<file path="src/eec_pkg.sv">
// Package of offsets, fields, modes and thresholds for the error event counters.
package eec_pkg;
   // Register byte offsets on the APB side.
   localparam logic [7:0] OFF_FRAMING_CHECK = 8'h00;
   localparam logic [7:0] OFF_MODE = 8'h04;
   localparam logic [7:0] OFF_THR_A = 8'h08;
   localparam logic [7:0] OFF_THR_B = 8'h0c;
   localparam logic [7:0] OFF_THR_C = 8'h10;
   localparam logic [7:0] OFF_ES_EN_FIRST = 8'h14;
   localparam logic [7:0] OFF_ES_EN_LAST = 8'h24;
   localparam logic [7:0] OFF_STATUS_FIRST = 8'h40;
   localparam logic [7:0] OFF_STATUS_LAST = 8'h7c;
   // Field positions.
   localparam int FCHK_BIT = 2;
   localparam int MODE_CODE_LSB = 0;
   localparam int MODE_FRAME_LSB = 2;
   localparam int MODE_CRC_BIT = 5;
   localparam int MODE_SIDE_LSB = 6;
   localparam int THR_C_USE_BIT = 0;
   localparam int FLAG_EXCESS_BIT = 0;
   localparam int FLAG_UNAVAIL_BIT = 1;
   // Reset values.
   localparam logic [7:0] RST_FRAMING_CHECK = 8'h00;
   localparam logic [7:0] RST_MODE = 8'h00;
   localparam logic [15:0] RST_THR_A = 16'h0001;
   localparam logic [15:0] RST_THR_B = 16'h0008;
   localparam logic [7:0] RST_THR_C = 8'h00;
   localparam logic [7:0] RST_ES_EN = 8'h00;
   // Line codes.
   typedef enum logic [1:0] {
      EEC_AMI = 2'b00,
      EEC_B8ZS = 2'b01,
      EEC_HDB3 = 2'b10
   } eec_code_e;
   // Framing modes.
   typedef enum logic [2:0] {
      EEC_D4 = 3'b000,
      EEC_SLC96 = 3'b001,
      EEC_DDS = 3'b010,
      EEC_ESF = 3'b011,
      EEC_E1 = 3'b100
   } eec_frame_e;
   // E1 CRC-4 termination sides.
   typedef enum logic [1:0] {
      EEC_ET1 = 2'b00,
      EEC_ET1_REMOTE = 2'b01,
      EEC_NT1 = 2'b10,
      EEC_NT1_REMOTE = 2'b11
   } eec_side_e;
   // Zero run limits per line code.
   localparam logic [4:0] ZRUN_AMI = 5'h10;
   localparam logic [4:0] ZRUN_B8ZS = 5'h08;
   localparam logic [4:0] ZRUN_HDB3 = 5'h04;
   // Per-second thresholds.
   localparam logic [15:0] SES_T1_FRAMING = 16'h0008;
   localparam logic [15:0] SES_CRC6 = 16'h0140;
   localparam logic [15:0] SES_E1_FRAMING = 16'h0010;
   localparam logic [15:0] SES_CRC4 = 16'h0393;
   localparam logic [15:0] EXCESS_CRC6 = 16'h0140;
   localparam logic [15:0] EXCESS_CRC4 = 16'h0393;
   localparam logic [15:0] BURST_LOW = 16'h0001;
   localparam logic [3:0] UNAVAIL_RUN = 4'ha;
   // Event source bit positions in the errored-second enables.
   localparam int SRC_BPV = 0;
   localparam int SRC_FER = 1;
   localparam int SRC_CRC = 2;
   localparam int SRC_EBIT = 3;
   localparam int SRC_SA6A = 4;
   localparam int SRC_SA6B = 5;
   localparam int NUM_SRC = 6;
   // Status bank indices and E-bit multiframe frame numbers.
   localparam int NUM_CNT = 8;
   localparam int IDX_FLAGS = 8;
   localparam logic [3:0] E1_EBIT_FRAME_A = 4'hd;
   localparam logic [3:0] E1_EBIT_FRAME_B = 4'hf;
endpackage

</file>
<file path="src/eec_cnt.sv">
// Saturating event counter with a clear that yields to a same-cycle event.
`timescale 1ns/1ps
`default_nettype none
module eec_cnt #(
   parameter int WIDTH = 16
) (
   input wire logic pclk,
   input wire logic presetn,
   input wire logic inc,
   input wire logic clr,
   output logic [WIDTH-1:0] value
);
   logic [WIDTH-1:0] count_reg;

   // Saturate at all ones so a long outage never wraps back to small counts.
   always_ff @(posedge pclk or negedge presetn) begin
      if (!presetn) begin
         count_reg <= '0;
      end else if (clr) begin
         count_reg <= inc ? WIDTH'(1) : '0;
      end else if (inc && !(&count_reg)) begin
         count_reg <= count_reg + WIDTH'(1);
      end
   end

   assign value = count_reg;
endmodule
`default_nettype wire

</file>
<file path="src/eec_zero_run.sv">
// Detector for a run of received zeros reaching a programmable length.
`timescale 1ns/1ps
`default_nettype none
module eec_zero_run #(
   parameter int WIDTH = 5
) (
   input wire logic pclk,
   input wire logic presetn,
   input wire logic bit_strobe,
   input wire logic pulse,
   input wire logic [WIDTH-1:0] limit,
   output logic hit
);
   logic [WIDTH-1:0] run_reg;

   // The run counter parks at the limit, so one long run gives one event.
   always_ff @(posedge pclk or negedge presetn) begin
      if (!presetn) begin
         run_reg <= '0;
      end else if (bit_strobe) begin
         if (pulse) begin
            run_reg <= '0;
         end else if (run_reg != limit) begin
            run_reg <= run_reg + WIDTH'(1);
         end
      end
   end

   // Fires on the zero that brings the run up to the limit.
   assign hit = bit_strobe && !pulse && (run_reg == limit - WIDTH'(1));
endmodule
`default_nettype wire

</file>
<file path="src/eec_top.sv">
// Receive error event counters and second classification for one channel.
`timescale 1ns/1ps
`default_nettype none
module eec_top #(
   parameter int CNT_WIDTH = 16
) (
   input wire logic pclk,
   input wire logic presetn,
   input wire logic psel,
   input wire logic penable,
   input wire logic pwrite,
   input wire logic [7:0] paddr,
   input wire logic [31:0] pwdata,
   output logic [31:0] prdata,
   output logic pready,
   output logic pslverr,
   input wire logic bit_strobe,
   input wire logic pulse_pos,
   input wire logic pulse_neg,
   input wire logic subst_viol,
   input wire logic code_viol,
   input wire logic terminal_framing_bit_err,
   input wire logic signaling_framing_bit_err,
   input wire logic slot24_align_err,
   input wire logic extended_superframe_framing_bit_err,
   input wire logic frame_alignment_word_err,
   input wire logic non_alignment_bit2_err,
   input wire logic crc_err,
   input wire logic ebit_valid,
   input wire logic ebit_value,
   input wire logic [3:0] mf_frame,
   input wire logic sa6_valid,
   input wire logic [3:0] sa6_code,
   input wire logic second_ref,
   output logic unavailable_alarm,
   output logic excess_crc_alarm
);
   // Software-visible control registers.
   logic [7:0] framing_check_control;
   logic [7:0] mode_reg;
   logic [15:0] second_threshold_reg_a;
   logic [15:0] second_threshold_reg_b;
   logic [7:0] second_threshold_reg_c;
   logic [7:0] es_enable_reg [5];
   // Decoded configuration.
   eec_pkg::eec_code_e line_code;
   eec_pkg::eec_frame_e frame_mode;
   eec_pkg::eec_side_e e1_side;
   logic fchk;
   logic crc_mode;
   logic e1_crc;
   // Event strobes of this cycle.
   logic mark;
   logic last_pol_reg;
   logic pol_viol;
   logic zrun_hit;
   logic [4:0] zrun_limit;
   logic [eec_pkg::NUM_SRC-1:0] ev;
   // Per-second state.
   logic sec_sync1_reg;
   logic sec_sync2_reg;
   logic sec_last_reg;
   logic sec_tick;
   logic [15:0] tally_reg;
   logic [15:0] tally_now;
   logic [15:0] crc_sec_reg;
   logic [15:0] crc_sec_now;
   logic [eec_pkg::NUM_SRC-1:0] seen_reg;
   logic [eec_pkg::NUM_SRC-1:0] seen_now;
   logic [eec_pkg::NUM_SRC-1:0] es_enables;
   logic src_event;
   logic [15:0] ses_hard;
   logic [15:0] ses_thr;
   logic [15:0] excess_thr;
   logic is_es;
   logic is_ses;
   logic is_bes;
   logic excess_live;
   logic excess_last_reg;
   logic unavail_reg;
   logic [3:0] run_reg;
   logic enter_unavail;
   logic leave_unavail;
   logic inhibit;
   // Counter bank.
   logic [eec_pkg::NUM_CNT-1:0] cnt_inc;
   logic [eec_pkg::NUM_CNT-1:0] cnt_clr;
   logic [CNT_WIDTH-1:0] cnt_val [eec_pkg::NUM_CNT];
   // Bus decode.
   logic wr_en;
   logic rd_setup;
   logic addr_mapped;
   logic [3:0] stat_idx;
   logic [31:0] rd_value;

   // Configuration fields.
   assign line_code = eec_pkg::eec_code_e'(
      mode_reg[eec_pkg::MODE_CODE_LSB +: 2]);
   assign frame_mode = eec_pkg::eec_frame_e'(
      mode_reg[eec_pkg::MODE_FRAME_LSB +: 3]);
   assign e1_side = eec_pkg::eec_side_e'(
      mode_reg[eec_pkg::MODE_SIDE_LSB +: 2]);
   assign fchk = framing_check_control[eec_pkg::FCHK_BIT];
   assign e1_crc = (frame_mode == eec_pkg::EEC_E1) &&
                   mode_reg[eec_pkg::MODE_CRC_BIT];
   assign crc_mode = (frame_mode == eec_pkg::EEC_ESF) || e1_crc;

   // Zero run limit follows the line code; reserved codes take the AMI limit.
   always_comb begin
      case (line_code)
         eec_pkg::EEC_B8ZS: zrun_limit = eec_pkg::ZRUN_B8ZS;
         eec_pkg::EEC_HDB3: zrun_limit = eec_pkg::ZRUN_HDB3;
         default: zrun_limit = eec_pkg::ZRUN_AMI;
      endcase
   end

   assign mark = pulse_pos || pulse_neg;

   eec_zero_run #(
      .WIDTH(5)
   ) u_zero_run (
      .pclk(pclk),
      .presetn(presetn),
      .bit_strobe(bit_strobe),
      .pulse(mark),
      .limit(zrun_limit),
      .hit(zrun_hit)
   );

   // Remember the polarity of the last mark to spot alternation breaks.
   always_ff @(posedge pclk or negedge presetn) begin
      if (!presetn) begin
         last_pol_reg <= 1'b0;
      end else if (bit_strobe && mark) begin
         last_pol_reg <= pulse_pos;
      end
   end

   // Two marks of one polarity are a violation unless they belong to a
   // valid zero substitution, which the framer flags for us.
   assign pol_viol = bit_strobe && mark && (pulse_pos == last_pol_reg) &&
                     !(subst_viol && line_code != eec_pkg::EEC_AMI);

   // Classify this cycle's events by line code and framing mode.
   always_comb begin
      ev = '0;
      ev[eec_pkg::SRC_BPV] = pol_viol || zrun_hit;
      if (line_code != eec_pkg::EEC_AMI) begin
         ev[eec_pkg::SRC_BPV] = pol_viol || zrun_hit || code_viol;
      end
      case (frame_mode)
         eec_pkg::EEC_D4, eec_pkg::EEC_SLC96: begin
            ev[eec_pkg::SRC_FER] = terminal_framing_bit_err ||
               (fchk && signaling_framing_bit_err);
         end
         eec_pkg::EEC_DDS: begin
            ev[eec_pkg::SRC_FER] = terminal_framing_bit_err ||
               signaling_framing_bit_err || slot24_align_err;
         end
         eec_pkg::EEC_ESF: begin
            ev[eec_pkg::SRC_FER] = extended_superframe_framing_bit_err;
         end
         eec_pkg::EEC_E1: begin
            ev[eec_pkg::SRC_FER] = frame_alignment_word_err ||
               (!fchk && non_alignment_bit2_err);
         end
         default: begin
            ev[eec_pkg::SRC_FER] = 1'b0;
         end
      endcase
      ev[eec_pkg::SRC_CRC] = crc_mode && crc_err;
      ev[eec_pkg::SRC_EBIT] = e1_crc && ebit_valid && !ebit_value &&
         (mf_frame == eec_pkg::E1_EBIT_FRAME_A ||
          mf_frame == eec_pkg::E1_EBIT_FRAME_B);
      ev[eec_pkg::SRC_SA6A] = e1_crc && sa6_valid &&
         (sa6_code[3:1] == 3'h1);
      ev[eec_pkg::SRC_SA6B] = e1_crc && sa6_valid &&
         (sa6_code[3:2] == 2'h0) && sa6_code[0];
   end

   // Default trigger and hardwired severe threshold for each mode.
   always_comb begin
      src_event = ev[eec_pkg::SRC_FER];
      ses_hard = eec_pkg::SES_T1_FRAMING;
      if (frame_mode == eec_pkg::EEC_ESF) begin
         src_event = ev[eec_pkg::SRC_CRC];
         ses_hard = eec_pkg::SES_CRC6;
      end else if (frame_mode == eec_pkg::EEC_E1 && !e1_crc) begin
         ses_hard = eec_pkg::SES_E1_FRAMING;
      end else if (e1_crc) begin
         ses_hard = eec_pkg::SES_CRC4;
         case (e1_side)
            eec_pkg::EEC_ET1: src_event = ev[eec_pkg::SRC_CRC];
            eec_pkg::EEC_ET1_REMOTE: src_event = ev[eec_pkg::SRC_EBIT];
            eec_pkg::EEC_NT1: src_event = ev[eec_pkg::SRC_SA6A];
            eec_pkg::EEC_NT1_REMOTE: src_event = ev[eec_pkg::SRC_SA6B];
            default: src_event = ev[eec_pkg::SRC_CRC];
         endcase
      end
   end

   // Programmed thresholds override the hardwired ones when selected.
   assign ses_thr = second_threshold_reg_c[eec_pkg::THR_C_USE_BIT] ?
                    second_threshold_reg_b : ses_hard;
   assign excess_thr = (frame_mode == eec_pkg::EEC_ESF) ?
                       eec_pkg::EXCESS_CRC6 : eec_pkg::EXCESS_CRC4;

   // Second reference comes from a pin: two flops, then an edge detect.
   always_ff @(posedge pclk or negedge presetn) begin
      if (!presetn) begin
         sec_sync1_reg <= 1'b0;
         sec_sync2_reg <= 1'b0;
         sec_last_reg <= 1'b0;
      end else begin
         sec_sync1_reg <= second_ref;
         sec_sync2_reg <= sec_sync1_reg;
         sec_last_reg <= sec_sync2_reg;
      end
   end

   assign sec_tick = sec_sync2_reg && !sec_last_reg;

   // Tallies include this cycle's event so the closing cycle is not lost.
   assign tally_now = tally_reg + ((src_event && !(&tally_reg)) ?
                      16'h0001 : 16'h0000);
   assign crc_sec_now = crc_sec_reg + ((ev[eec_pkg::SRC_CRC] &&
                        !(&crc_sec_reg)) ? 16'h0001 : 16'h0000);
   assign seen_now = seen_reg | ev;

   // Per-second tallies are evaluated and cleared on the strobe.
   always_ff @(posedge pclk or negedge presetn) begin
      if (!presetn) begin
         tally_reg <= '0;
         crc_sec_reg <= '0;
         seen_reg <= '0;
      end else if (sec_tick) begin
         tally_reg <= '0;
         crc_sec_reg <= '0;
         seen_reg <= '0;
      end else begin
         tally_reg <= tally_now;
         crc_sec_reg <= crc_sec_now;
         seen_reg <= seen_now;
      end
   end

   // Any of the low six bits set in the five enable registers switches to enable mode.
   always_comb begin
      es_enables = '0;
      for (int i = 0; i < 5; i++) begin
         es_enables = es_enables | es_enable_reg[i][eec_pkg::NUM_SRC-1:0];
      end
   end

   // Errored second: enabled conditions, else the mode default or the
   // programmed errored threshold on the default source.
   always_comb begin
      if (es_enables != '0) begin
         is_es = |(seen_now & es_enables);
      end else if (second_threshold_reg_c[eec_pkg::THR_C_USE_BIT]) begin
         is_es = tally_now >= second_threshold_reg_a;
      end else begin
         is_es = tally_now != 16'h0000;
      end
   end

   assign is_ses = tally_now >= ses_thr;
   assign is_bes = (tally_now > eec_pkg::BURST_LOW) &&
                   (tally_now < ses_thr);

   // Excessive checksum alarm: live during the second, held for one more.
   assign excess_live = crc_mode && (crc_sec_reg >= excess_thr);
   always_ff @(posedge pclk or negedge presetn) begin
      if (!presetn) begin
         excess_last_reg <= 1'b0;
      end else if (sec_tick) begin
         excess_last_reg <= crc_mode && (crc_sec_now >= excess_thr);
      end
   end

   // Run of like seconds: severe while available, non-severe while unavailable.
   assign enter_unavail = !unavail_reg && is_ses &&
                          (run_reg == eec_pkg::UNAVAIL_RUN - 4'h1);
   assign leave_unavail = unavail_reg && !is_ses &&
                          (run_reg == eec_pkg::UNAVAIL_RUN - 4'h1);

   always_ff @(posedge pclk or negedge presetn) begin
      if (!presetn) begin
         unavail_reg <= 1'b0;
         run_reg <= '0;
      end else if (sec_tick) begin
         if (enter_unavail || leave_unavail) begin
            unavail_reg <= !unavail_reg;
            run_reg <= '0;
         end else if (is_ses != unavail_reg) begin
            run_reg <= run_reg + 4'h1;
         end else begin
            run_reg <= '0;
         end
      end
   end

   // The second that completes the entry run already counts as unavailable.
   assign inhibit = unavail_reg || enter_unavail;

   // Counter increments: raw events, then second classes on the strobe.
   assign cnt_inc[0] = ev[eec_pkg::SRC_BPV];
   assign cnt_inc[1] = ev[eec_pkg::SRC_FER];
   assign cnt_inc[2] = ev[eec_pkg::SRC_CRC];
   assign cnt_inc[3] = ev[eec_pkg::SRC_EBIT];
   assign cnt_inc[4] = sec_tick && is_es && !inhibit;
   assign cnt_inc[5] = sec_tick && is_bes && !inhibit;
   assign cnt_inc[6] = sec_tick && is_ses && !inhibit;
   assign cnt_inc[7] = sec_tick &&
                       ((unavail_reg && !leave_unavail) || enter_unavail);

   genvar g;
   generate
      for (g = 0; g < eec_pkg::NUM_CNT; g++) begin : g_cnt
         eec_cnt #(
            .WIDTH(CNT_WIDTH)
         ) u_cnt (
            .pclk(pclk),
            .presetn(presetn),
            .inc(cnt_inc[g]),
            .clr(cnt_clr[g]),
            .value(cnt_val[g])
         );
         // Writing a status register clears its counter.
         assign cnt_clr[g] = wr_en && paddr[7:6] == 2'h1 &&
                             stat_idx == 4'(g);
      end
   endgenerate

   // APB decode; every access completes with no wait states.
   assign wr_en = psel && penable && pwrite && addr_mapped;
   assign rd_setup = psel && !penable && !pwrite;
   assign stat_idx = paddr[5:2];
   assign addr_mapped = (paddr[1:0] == 2'h0) &&
      (paddr <= eec_pkg::OFF_ES_EN_LAST ||
       (paddr >= eec_pkg::OFF_STATUS_FIRST &&
        paddr <= eec_pkg::OFF_STATUS_LAST));
   assign pready = 1'b1;
   assign pslverr = psel && penable && !addr_mapped;

   // Control register writes.
   always_ff @(posedge pclk or negedge presetn) begin
      if (!presetn) begin
         framing_check_control <= eec_pkg::RST_FRAMING_CHECK;
         mode_reg <= eec_pkg::RST_MODE;
         second_threshold_reg_a <= eec_pkg::RST_THR_A;
         second_threshold_reg_b <= eec_pkg::RST_THR_B;
         second_threshold_reg_c <= eec_pkg::RST_THR_C;
         for (int i = 0; i < 5; i++) begin
            es_enable_reg[i] <= eec_pkg::RST_ES_EN;
         end
      end else if (wr_en) begin
         case (paddr)
            eec_pkg::OFF_FRAMING_CHECK: framing_check_control <= pwdata[7:0];
            eec_pkg::OFF_MODE: mode_reg <= pwdata[7:0];
            eec_pkg::OFF_THR_A: second_threshold_reg_a <= pwdata[15:0];
            eec_pkg::OFF_THR_B: second_threshold_reg_b <= pwdata[15:0];
            eec_pkg::OFF_THR_C: second_threshold_reg_c <= pwdata[7:0];
            8'h14: es_enable_reg[0] <= pwdata[7:0];
            8'h18: es_enable_reg[1] <= pwdata[7:0];
            8'h1c: es_enable_reg[2] <= pwdata[7:0];
            8'h20: es_enable_reg[3] <= pwdata[7:0];
            eec_pkg::OFF_ES_EN_LAST: es_enable_reg[4] <= pwdata[7:0];
            default: ;
         endcase
      end
   end

   // Read mux over control registers, the eight counters and the flags word.
   always_comb begin
      rd_value = 32'h0000_0000;
      if (paddr[7:6] == 2'h1) begin
         if (stat_idx < 4'(eec_pkg::NUM_CNT)) begin
            rd_value[CNT_WIDTH-1:0] = cnt_val[stat_idx[2:0]];
         end else if (stat_idx == 4'(eec_pkg::IDX_FLAGS)) begin
            rd_value[eec_pkg::FLAG_EXCESS_BIT] = excess_crc_alarm;
            rd_value[eec_pkg::FLAG_UNAVAIL_BIT] = unavail_reg;
         end
      end else begin
         case (paddr)
            eec_pkg::OFF_FRAMING_CHECK: rd_value[7:0] = framing_check_control;
            eec_pkg::OFF_MODE: rd_value[7:0] = mode_reg;
            eec_pkg::OFF_THR_A: rd_value[15:0] = second_threshold_reg_a;
            eec_pkg::OFF_THR_B: rd_value[15:0] = second_threshold_reg_b;
            eec_pkg::OFF_THR_C: rd_value[7:0] = second_threshold_reg_c;
            8'h14: rd_value[7:0] = es_enable_reg[0];
            8'h18: rd_value[7:0] = es_enable_reg[1];
            8'h1c: rd_value[7:0] = es_enable_reg[2];
            8'h20: rd_value[7:0] = es_enable_reg[3];
            eec_pkg::OFF_ES_EN_LAST: rd_value[7:0] = es_enable_reg[4];
            default: rd_value = 32'h0000_0000;
         endcase
      end
   end

   // Read data is captured in the setup cycle so it leaves a flop.
   always_ff @(posedge pclk or negedge presetn) begin
      if (!presetn) begin
         prdata <= 32'h0000_0000;
      end else if (rd_setup) begin
         prdata <= rd_value;
      end
   end

   assign unavailable_alarm = unavail_reg;
   assign excess_crc_alarm = excess_live || excess_last_reg;
endmodule
`default_nettype wire

</file>
<file path="config.mk">
export PLATFORM = sky130hd
export DESIGN_NAME = eec_top
export DESIGN_NICKNAME = d
export VERILOG_FILES = /design/src/eec_pkg.sv /design/src/eec_cnt.sv /design/src/eec_zero_run.sv /design/src/eec_top.sv
export SDC_FILE = /design/constraint.sdc
export NUM_CORES = 1
export LEC_CHECK = 0
export BUFFER_PORTS_ARGS = -buffer_cell sky130_fd_sc_hd__buf_2
export CAP_MARGIN = 20
export CORE_MARGIN = 10
export CORE_UTILIZATION = 56
export DETAILED_ROUTE_END_ITERATION = 8
export GPL_ROUTABILITY_DRIVEN = 1
export PLACE_DENSITY = 0.82
export SLEW_MARGIN = 25
export SYNTH_ARGS = -nofsm -noshare
export SYNTH_HDL_FRONTEND = slang
export SYNTH_SLANG_ARGS = --single-unit
</file>
<file path="constraint.sdc">
create_clock -name pclk -period 5.45 [get_ports pclk]
set_clock_uncertainty 0.05 [all_clocks]
set_input_delay 1.09 -clock pclk [delete_from_list [all_inputs] [get_ports pclk]]
set_output_delay 1.09 -clock pclk [all_outputs]
set_load 0.1 [all_outputs]
</file>
=== Word level (Yosys, flattened, before mapping) ===
Cells that the tools add are included.

* $add $sub $neg: 13
* Order comparisons: 11
* Equality and inequality tests: 35
* Multiplexer cells: 56
* Bitwise operators: 7
* Reduce and logical (&&, ||, !) cells: 140

{| class="wikitable"
|+ Operator list
! kind !! count
|-
| 2-to-1 mux 16 bit || 22
|-
| AND reduction 16 bit || 10
|-
| adder 16 x 1 -> 16 bit (second input constant) || 8
|-
| one-hot mux 8 bit (10 select lines) || 1
|-
| logical AND 1 bit || 61
|-
| binary-select mux 16 bit (select 3 bit) || 1
|-
| 2-to-1 mux 10 bit || 4
|-
| adder 16 x 1 -> 16 bit || 2
|-
| equality test 8 x 5 -> 1 bit (second input constant) || 4
|-
| greater-or-equal comparator 16 x 10 -> 1 bit || 2
|-
| greater-or-equal comparator 16 bit || 2
|-
| bitwise OR 6 bit || 5
|-
| AND reduction 2 bit || 12
|-
| logical NOT 1 bit || 23
|-
| nonzero test 2 bit || 10
|-
| equality test 4 x 3 -> 1 bit (second input constant) || 4
|-
| equality test 4 bit (second input constant) || 4
|-
| equality test 8 x 4 -> 1 bit (second input constant) || 2
|-
| equality test 8 x 6 -> 1 bit (second input constant) || 2
|-
| > comparator 16 x 1 -> 1 bit (second input constant) || 1
|-
| < comparator 16 bit || 1
|-
| 2-to-1 mux 1 bit || 16
|-
| one-hot mux 8 bit (2 select lines) || 1
|-
| nonzero test 16 bit || 1
|-
| other kinds (37) || 63
|}

* Register bits: 293
* Bits of input ports: 69
* Output and inout port bits: 36
* Word-level logic and storage cells: 292

=== Logic depth before layout (Yosys ltp) ===
* Depth in word-level cells: 23
* Gate-level depth with buffers: 27
* Mapped depth without buffers: 26

=== Cells and area by module ===
Synthesis repeated with hierarchy kept, for this count alone.

* Cell total of the unflattened synthesis: 1793
* Area, all modules: 17920.9 um^2

{| class="wikitable"
|+ Modules (own cells, without submodules)
! module !! times used !! cells an instance !! area an instance (um^2) !! seq. area each (um^2)
|-
| eec_top || 1 || 1003 || 10271.1 || 4006.3
|-
| eec_cnt || 8 || 91 || 888.4 || 400.4
|-
| eec_zero_run || 1 || 62 || 543.0 || 125.1
|}

=== Least setup slack after synthesis ===
OpenSTA, ideal clock, no wires.

* Path kind: input to register
* From: input sa6_code[3]
* To: register g_cnt[5].u_cnt.count_reg[3]
* Setup time: 0.120 ns
* Data arrival time: 5.761 ns
* Data required time: 5.280 ns
* Setup slack: -0.481 ns
* Stages on the path: 23
* Path buffers: 1
* Cell sequence: nor3b_1 > nand3_1 > o211ai_1 > a31oi_1 > a211oi_1 > ha_1 > inv_1 > nor3_2 > and3_1 > xor2_1 > ha_1 > a21o_1 > a21o_1 > a21oi_1 > o221ai_1 > or2_2 > ha_1 > a211oi_1 > o31ai_1 > nor3b_2 > clkbuf_1 > a21oi_1 > a31o_2

* Longest elaborated chain between the ends: 18

{| class="wikitable"
|+ RTL lines
! element !! line !! RTL
|-
| start, declared || eec_top.sv:33 || <nowiki>input wire logic [3:0] sa6_code,</nowiki>
|-
| logical NOT 2 bit || eec_top.sv:178 || <nowiki>(sa6_code[3:2] == 2'h0) && sa6_code[0];</nowiki>
|-
| logical AND 1 bit || eec_top.sv:177 || <nowiki>ev[eec_pkg::SRC_SA6B] = e1_crc && sa6_valid &&</nowiki>
|-
| logical AND 1 bit || eec_top.sv:178 ||
|-
| one-hot mux 1 bit (4 select lines) (*) || eec_top.sv:192 || <nowiki>case (e1_side)</nowiki>
|-
| 2-to-1 mux 1 bit (*) || eec_top.sv:190 || <nowiki>end else if (e1_crc) begin</nowiki>
|-
| 2-to-1 mux 1 bit (*) || eec_top.sv:188 || <nowiki>end else if (frame_mode == eec_pkg::EEC_E1 && !e1_crc) begin</nowiki>
|-
| 2-to-1 mux 1 bit (*) || eec_top.sv:185 || <nowiki>if (frame_mode == eec_pkg::EEC_ESF) begin</nowiki>
|-
| logical AND 1 bit (*) || eec_top.sv:224 || <nowiki>assign tally_now = tally_reg + ((src_event && !(&tally_reg)) ?</nowiki>
|-
| 2-to-1 mux 1 bit (*) || eec_top.sv:224 ||
|-
| adder 16 x 1 -> 16 bit (*) || eec_top.sv:224 ||
|-
| greater-or-equal comparator 16 bit || eec_top.sv:267 || <nowiki>assign is_ses = tally_now >= ses_thr;</nowiki>
|-
| logical AND 1 bit (2 in series) || eec_top.sv:282 || <nowiki>assign enter_unavail = !unavail_reg && is_ses &&</nowiki>
|-
| logical OR 1 bit || eec_top.sv:304 || <nowiki>assign inhibit = unavail_reg || enter_unavail;</nowiki>
|-
| logical NOT 1 bit || eec_top.sv:312 || <nowiki>assign cnt_inc[5] = sec_tick && is_bes && !inhibit;</nowiki>
|-
| logical AND 1 bit (*) || eec_top.sv:312 ||
|-
| logical AND 1 bit (*) || eec_cnt.sv:21 || <nowiki>end else if (inc && !(&count_reg)) begin</nowiki>
|-
| nonzero test 2 bit (no line) (*) || - ||
|-
| end signal, assigned || eec_cnt.sv:20 || <nowiki>count_reg <= inc ? WIDTH'(1) : '0;</nowiki>
|-
| end signal, assigned || eec_cnt.sv:22 || <nowiki>count_reg <= count_reg + WIDTH'(1);</nowiki>
|-
| end, declared || eec_cnt.sv:13 || <nowiki>logic [WIDTH-1:0] count_reg;</nowiki>
|}

Every way passes the cells marked *; elsewhere a longest branch is shown, timed or not.
A chain may end at the register's enable or synchronous reset.

=== Worst setup path after layout ===
* From: input ebit_value
* To: register g_cnt[4].u_cnt.count_reg[5]

* Longest elaborated chain between the ends: 18

{| class="wikitable"
|+ RTL lines
! element !! line !! RTL
|-
| start, declared || eec_top.sv:30 || <nowiki>input wire logic ebit_value,</nowiki>
|-
| logical NOT 1 bit (*) || eec_top.sv:172 || <nowiki>ev[eec_pkg::SRC_EBIT] = e1_crc && ebit_valid && !ebit_value &&</nowiki>
|-
| logical AND 1 bit (*) (2 in series) || eec_top.sv:172 ||
|-
| one-hot mux 1 bit (4 select lines) || eec_top.sv:192 ||
|-
| 2-to-1 mux 1 bit || eec_top.sv:190 ||
|-
| 2-to-1 mux 1 bit || eec_top.sv:188 ||
|-
| 2-to-1 mux 1 bit || eec_top.sv:185 ||
|-
| logical AND 1 bit || eec_top.sv:224 ||
|-
| 2-to-1 mux 1 bit || eec_top.sv:224 ||
|-
| adder 16 x 1 -> 16 bit || eec_top.sv:224 ||
|-
| greater-or-equal comparator 16 bit || eec_top.sv:267 ||
|-
| logical AND 1 bit (2 in series) || eec_top.sv:282 ||
|-
| logical OR 1 bit || eec_top.sv:304 ||
|-
| logical NOT 1 bit || eec_top.sv:311 || <nowiki>assign cnt_inc[4] = sec_tick && is_es && !inhibit;</nowiki>
|-
| logical AND 1 bit (*) || eec_top.sv:311 ||
|-
| logical AND 1 bit (*) || eec_cnt.sv:21 ||
|-
| nonzero test 2 bit (no line) (*) || - ||
|-
| end signal, assigned || eec_cnt.sv:20 ||
|-
| end signal, assigned || eec_cnt.sv:22 ||
|-
| end, declared || eec_cnt.sv:13 ||
|}

Marked as above.

==> metrics.txt <==
status finished, violations left; failing checks negative setup slack; core area 29800 um2; part of the power in registers roughly 45%; Final Hold Viols 0; post-synthesis sequential area ratio 43.2%; most used flip-flop cell after synthesis dfrtp_1; flop-to-flop setup slack about 20 ps; gr ovfl total 0; routed wire length around 49000 um; Layout Utilization roughly two thirds; Worst R2R Path Depth 25; drc violations 0; Num CTS Buffers 31; HP Class reg -> reg; relative slew slack 30.9%; CTS max path bufs 3; IO Pins between 100 and 150; largest net degree at the start of global routing between 100 and 150; pwr dens 284 nW/um2; ratio of final minimum period to clock period 100%; GPL Wtd Cong about 0.94; mapped cell area between 15000 and 20000 um2; Synth Area per Inst ~10 um2; fraction of layout cells with a size suffix above 1 between 20 and 25%; Slew @ Worst Pin between 1000 and 1500 ps; pre-CTS WS -696 ps; crit path to g_cnt[4].u_cnt.value[5]; hold slack final about 300 ps; Initial Util 56.9%; Comb pwr share between 10% and 20%; Max Slew Vio Count 0; Net Sw Frac a little under a third; Hold-fix buffers, CTS 0; Die Height a little under 200 um; Clk Latency, worst-skew pair 580 ps; Critical Path AT roughly 5900 ps; Yosys cell types just under 80; Final nets approximately 1900; Syn. warnings 0; post-DP HPWL about 35000 um; Critical Path Source ebit_value; max-cap viol count 0; largest cells by area after synthesis dfrtp_1, mux2_2, ha_1, mux4_2, nor2_1; Inst Count DP 2159; Syn Inst Count approximately 1700; CTS H-tree depth 1; die width just under 200 um; critical path type in -> reg; CP required a little under 6000 ps; Yosys reg bits around 290; Tmin final 5460 ps; most frequent cells after synthesis dfrtp_1, nor2_1, nand2_1, mux2_2, nand3_1; drt pass-1 iters 6; via count between 10000 and 15000; post-synth top area cell dfrtp_1; maximum VDD drop 0.305 mV; initial antenna violation count 3; most frequent cell after synthesis dfrtp_1; Sink Count just under 300; initial drt markers 1527; ys async rst share 100%; number of routed nets with antenna violations 0; Total GRT Usage about a quarter; RR Startpoint mode_reg[2]; final setup margin -5.53 ps; Post-synth EDFFs 0; WL/cell 21.9 um; die area about 38000 um2; Vias/cell ~6.4; Highest Clock Rate 183 MHz; Critical R2R Capture g_cnt[4].u_cnt.value[5]; first-pass GRT wire length between 70000 and 80000 um; leak pwr 9.07 nW; Clock Tree Root clkbuf_16; Buffers on Ports 70; Setup violations, final 1; Worst Path Max Fanout 7; Worst setup SP type input pin; endpoint class of the critical path flop; vias in the first global route roughly 14000; share of the synthesized area in the top cell type 42.9%; final non-filler cell total 2224; Synth-to-Final Area Change 14.5%; Switch Pwr 1.67 mW; RSZ-0062 raised after global routing true; Cell Rows 63; P_int roughly 3.8 mW; CTS tree built; clock transition at the registers of the reported paths approximately 60 ps; Largest register FFs 128; clock share of power about two fifths
## layout by cell type, fill, tap and decap left out, types with 7 or more instances in the layout
master | synthesis | routed
conb_1 | 2 | 17
and2_1 | 34 | 34
mux2_2 | 113 | 113
xor2_1 | 52 | 50
clkbuf_16 | 0 | 31
a222oi_1 | 24 | 24
buf_4 | 17 | 83
dfrtp_1 | 291 | 289
and4_1 | 15 | 14
a21o_1 | 13 | 13
or3_1 | 23 | 23
nand4_1 | 44 | 44
mux2i_1 | 14 | 14
and3_1 | 35 | 35
nand3_1 | 79 | 77
nand2_1 | 142 | 140
nor2b_1 | 8 | 7
ha_1 | 65 | 59
nand2b_1 | 15 | 15
o21ai_0 | 51 | 51
a21oi_1 | 57 | 54
xnor2_1 | 56 | 54
inv_1 | 63 | 62
a31oi_1 | 13 | 11
nor3_1 | 46 | 44
buf_2 | 0 | 68
nor2_1 | 174 | 170
mux4_2 | 32 | 32
nor4_1 | 10 | 10
a221oi_1 | 16 | 15
## how the worst min path moves through the flow
stage | start | to | slack [ps] | depth (start not counted)
global route | sec_sync1_reg | sec_sync2_reg | 320 | 0
global placement | sec_sync1_reg | sec_sync2_reg | 290 | 0
finish | sec_sync1_reg | sec_sync2_reg | 310 | 0
floorplan | sec_sync1_reg | sec_sync2_reg | 280 | 0
detailed placement | sec_sync1_reg | sec_sync2_reg | 290 | 0
CTS | sec_sync1_reg | sec_sync2_reg | 310 | 0
## worst max-delay path, stage by stage
cell,delay [ps]
buf_6,90
and4b_1,280
nand2_1,70
o211ai_1,180
a31oi_1,140
a211oi_2,300
ha_2,280
ha_4,150
nand4_1,190
nor2_2,210
xnor2_2,140
inv_1,80
ha_2,180
a21o_1,150
a21o_1,160
a21oi_2,180
o221ai_2,130
or2_4,280
ha_4,160
nand2_2,50
nand3_2,80
or4_4,580
or4_4,560
mux2i_1,130
## metal layers
layer / up-vias / share of wire [%] / GRT usage [%]
met5: - / 0.041 / 0
met4: 2 / 4.6 / 10.8
met3: 146 / 7.9 / 4.15
met2: 696 / 48 / 41.5
met1: 7117 / 39 / 31.5
li1: 6347 / - / -
## cell type report
class | count | area (um2)
multi-input combinational | 1263 | 9300
clock inverter | 19 | 183
sequential | 293 | 7340
tap | 390 | 488
fill | 2254 | 10400
clock buffer | 39 | 856
timing repair buffer | 154 | 1010
inverter | 64 | 240
antenna | 2 | 5.00
## power by group through the flow
stage | Combinational [mW] | Clock [mW] | Sequential, mW
6_report | 0.910 | 2.14 | 2.46
4_1_cts | 0.892 | 2.16 | 2.45
3_5_place_dp | 0.889 | 0 | 2.49
5_1_grt | 0.988 | 2.25 | 2.47
3_3_place_gp | 0.856 | 0 | 2.48
2_1_floorplan | 0.522 | 0 | 2.54
## cell families (layout without fill, tap and decap cells)
| group | count (synthesis) | in the layout | synth area share, % |
|---|---|---|---|
| compound gates | 242 | 242 | 9.80 |
| xor+xnor | 108 | 108 | 5.58 |
| fa+ha+maj | 65 | 65 | 4.79 |
| buf+inv | 152 | 276 | 3.78 |
| flops | 293 | 293 | 43.2 |
| mux | 160 | 160 | 12.6 |
| other cells | 2 | 19 | 0.0443 |
| simple gates | 671 | 671 | 20.1 |
## metrics by stage
step	power (mW)	setup TNS (ps)	area, um2
floorplan	3.06	-226	17100
finish	5.51	-5.53	19400
detailed placement	3.38	-24210	18200
global placement	3.34	-18690	18200
CTS	5.50	0	19200
global route	5.71	-1870	19400
## timing repair
action / 4_1_cts / 5_1_grt
resized for setup: 9 / 25
pin swaps: 6 / 23
setup endpoints to repair: 16 / 47
cloned: 0 / 0
setup buffers: 1 / 4
Power figures use the tool's default switching activity.
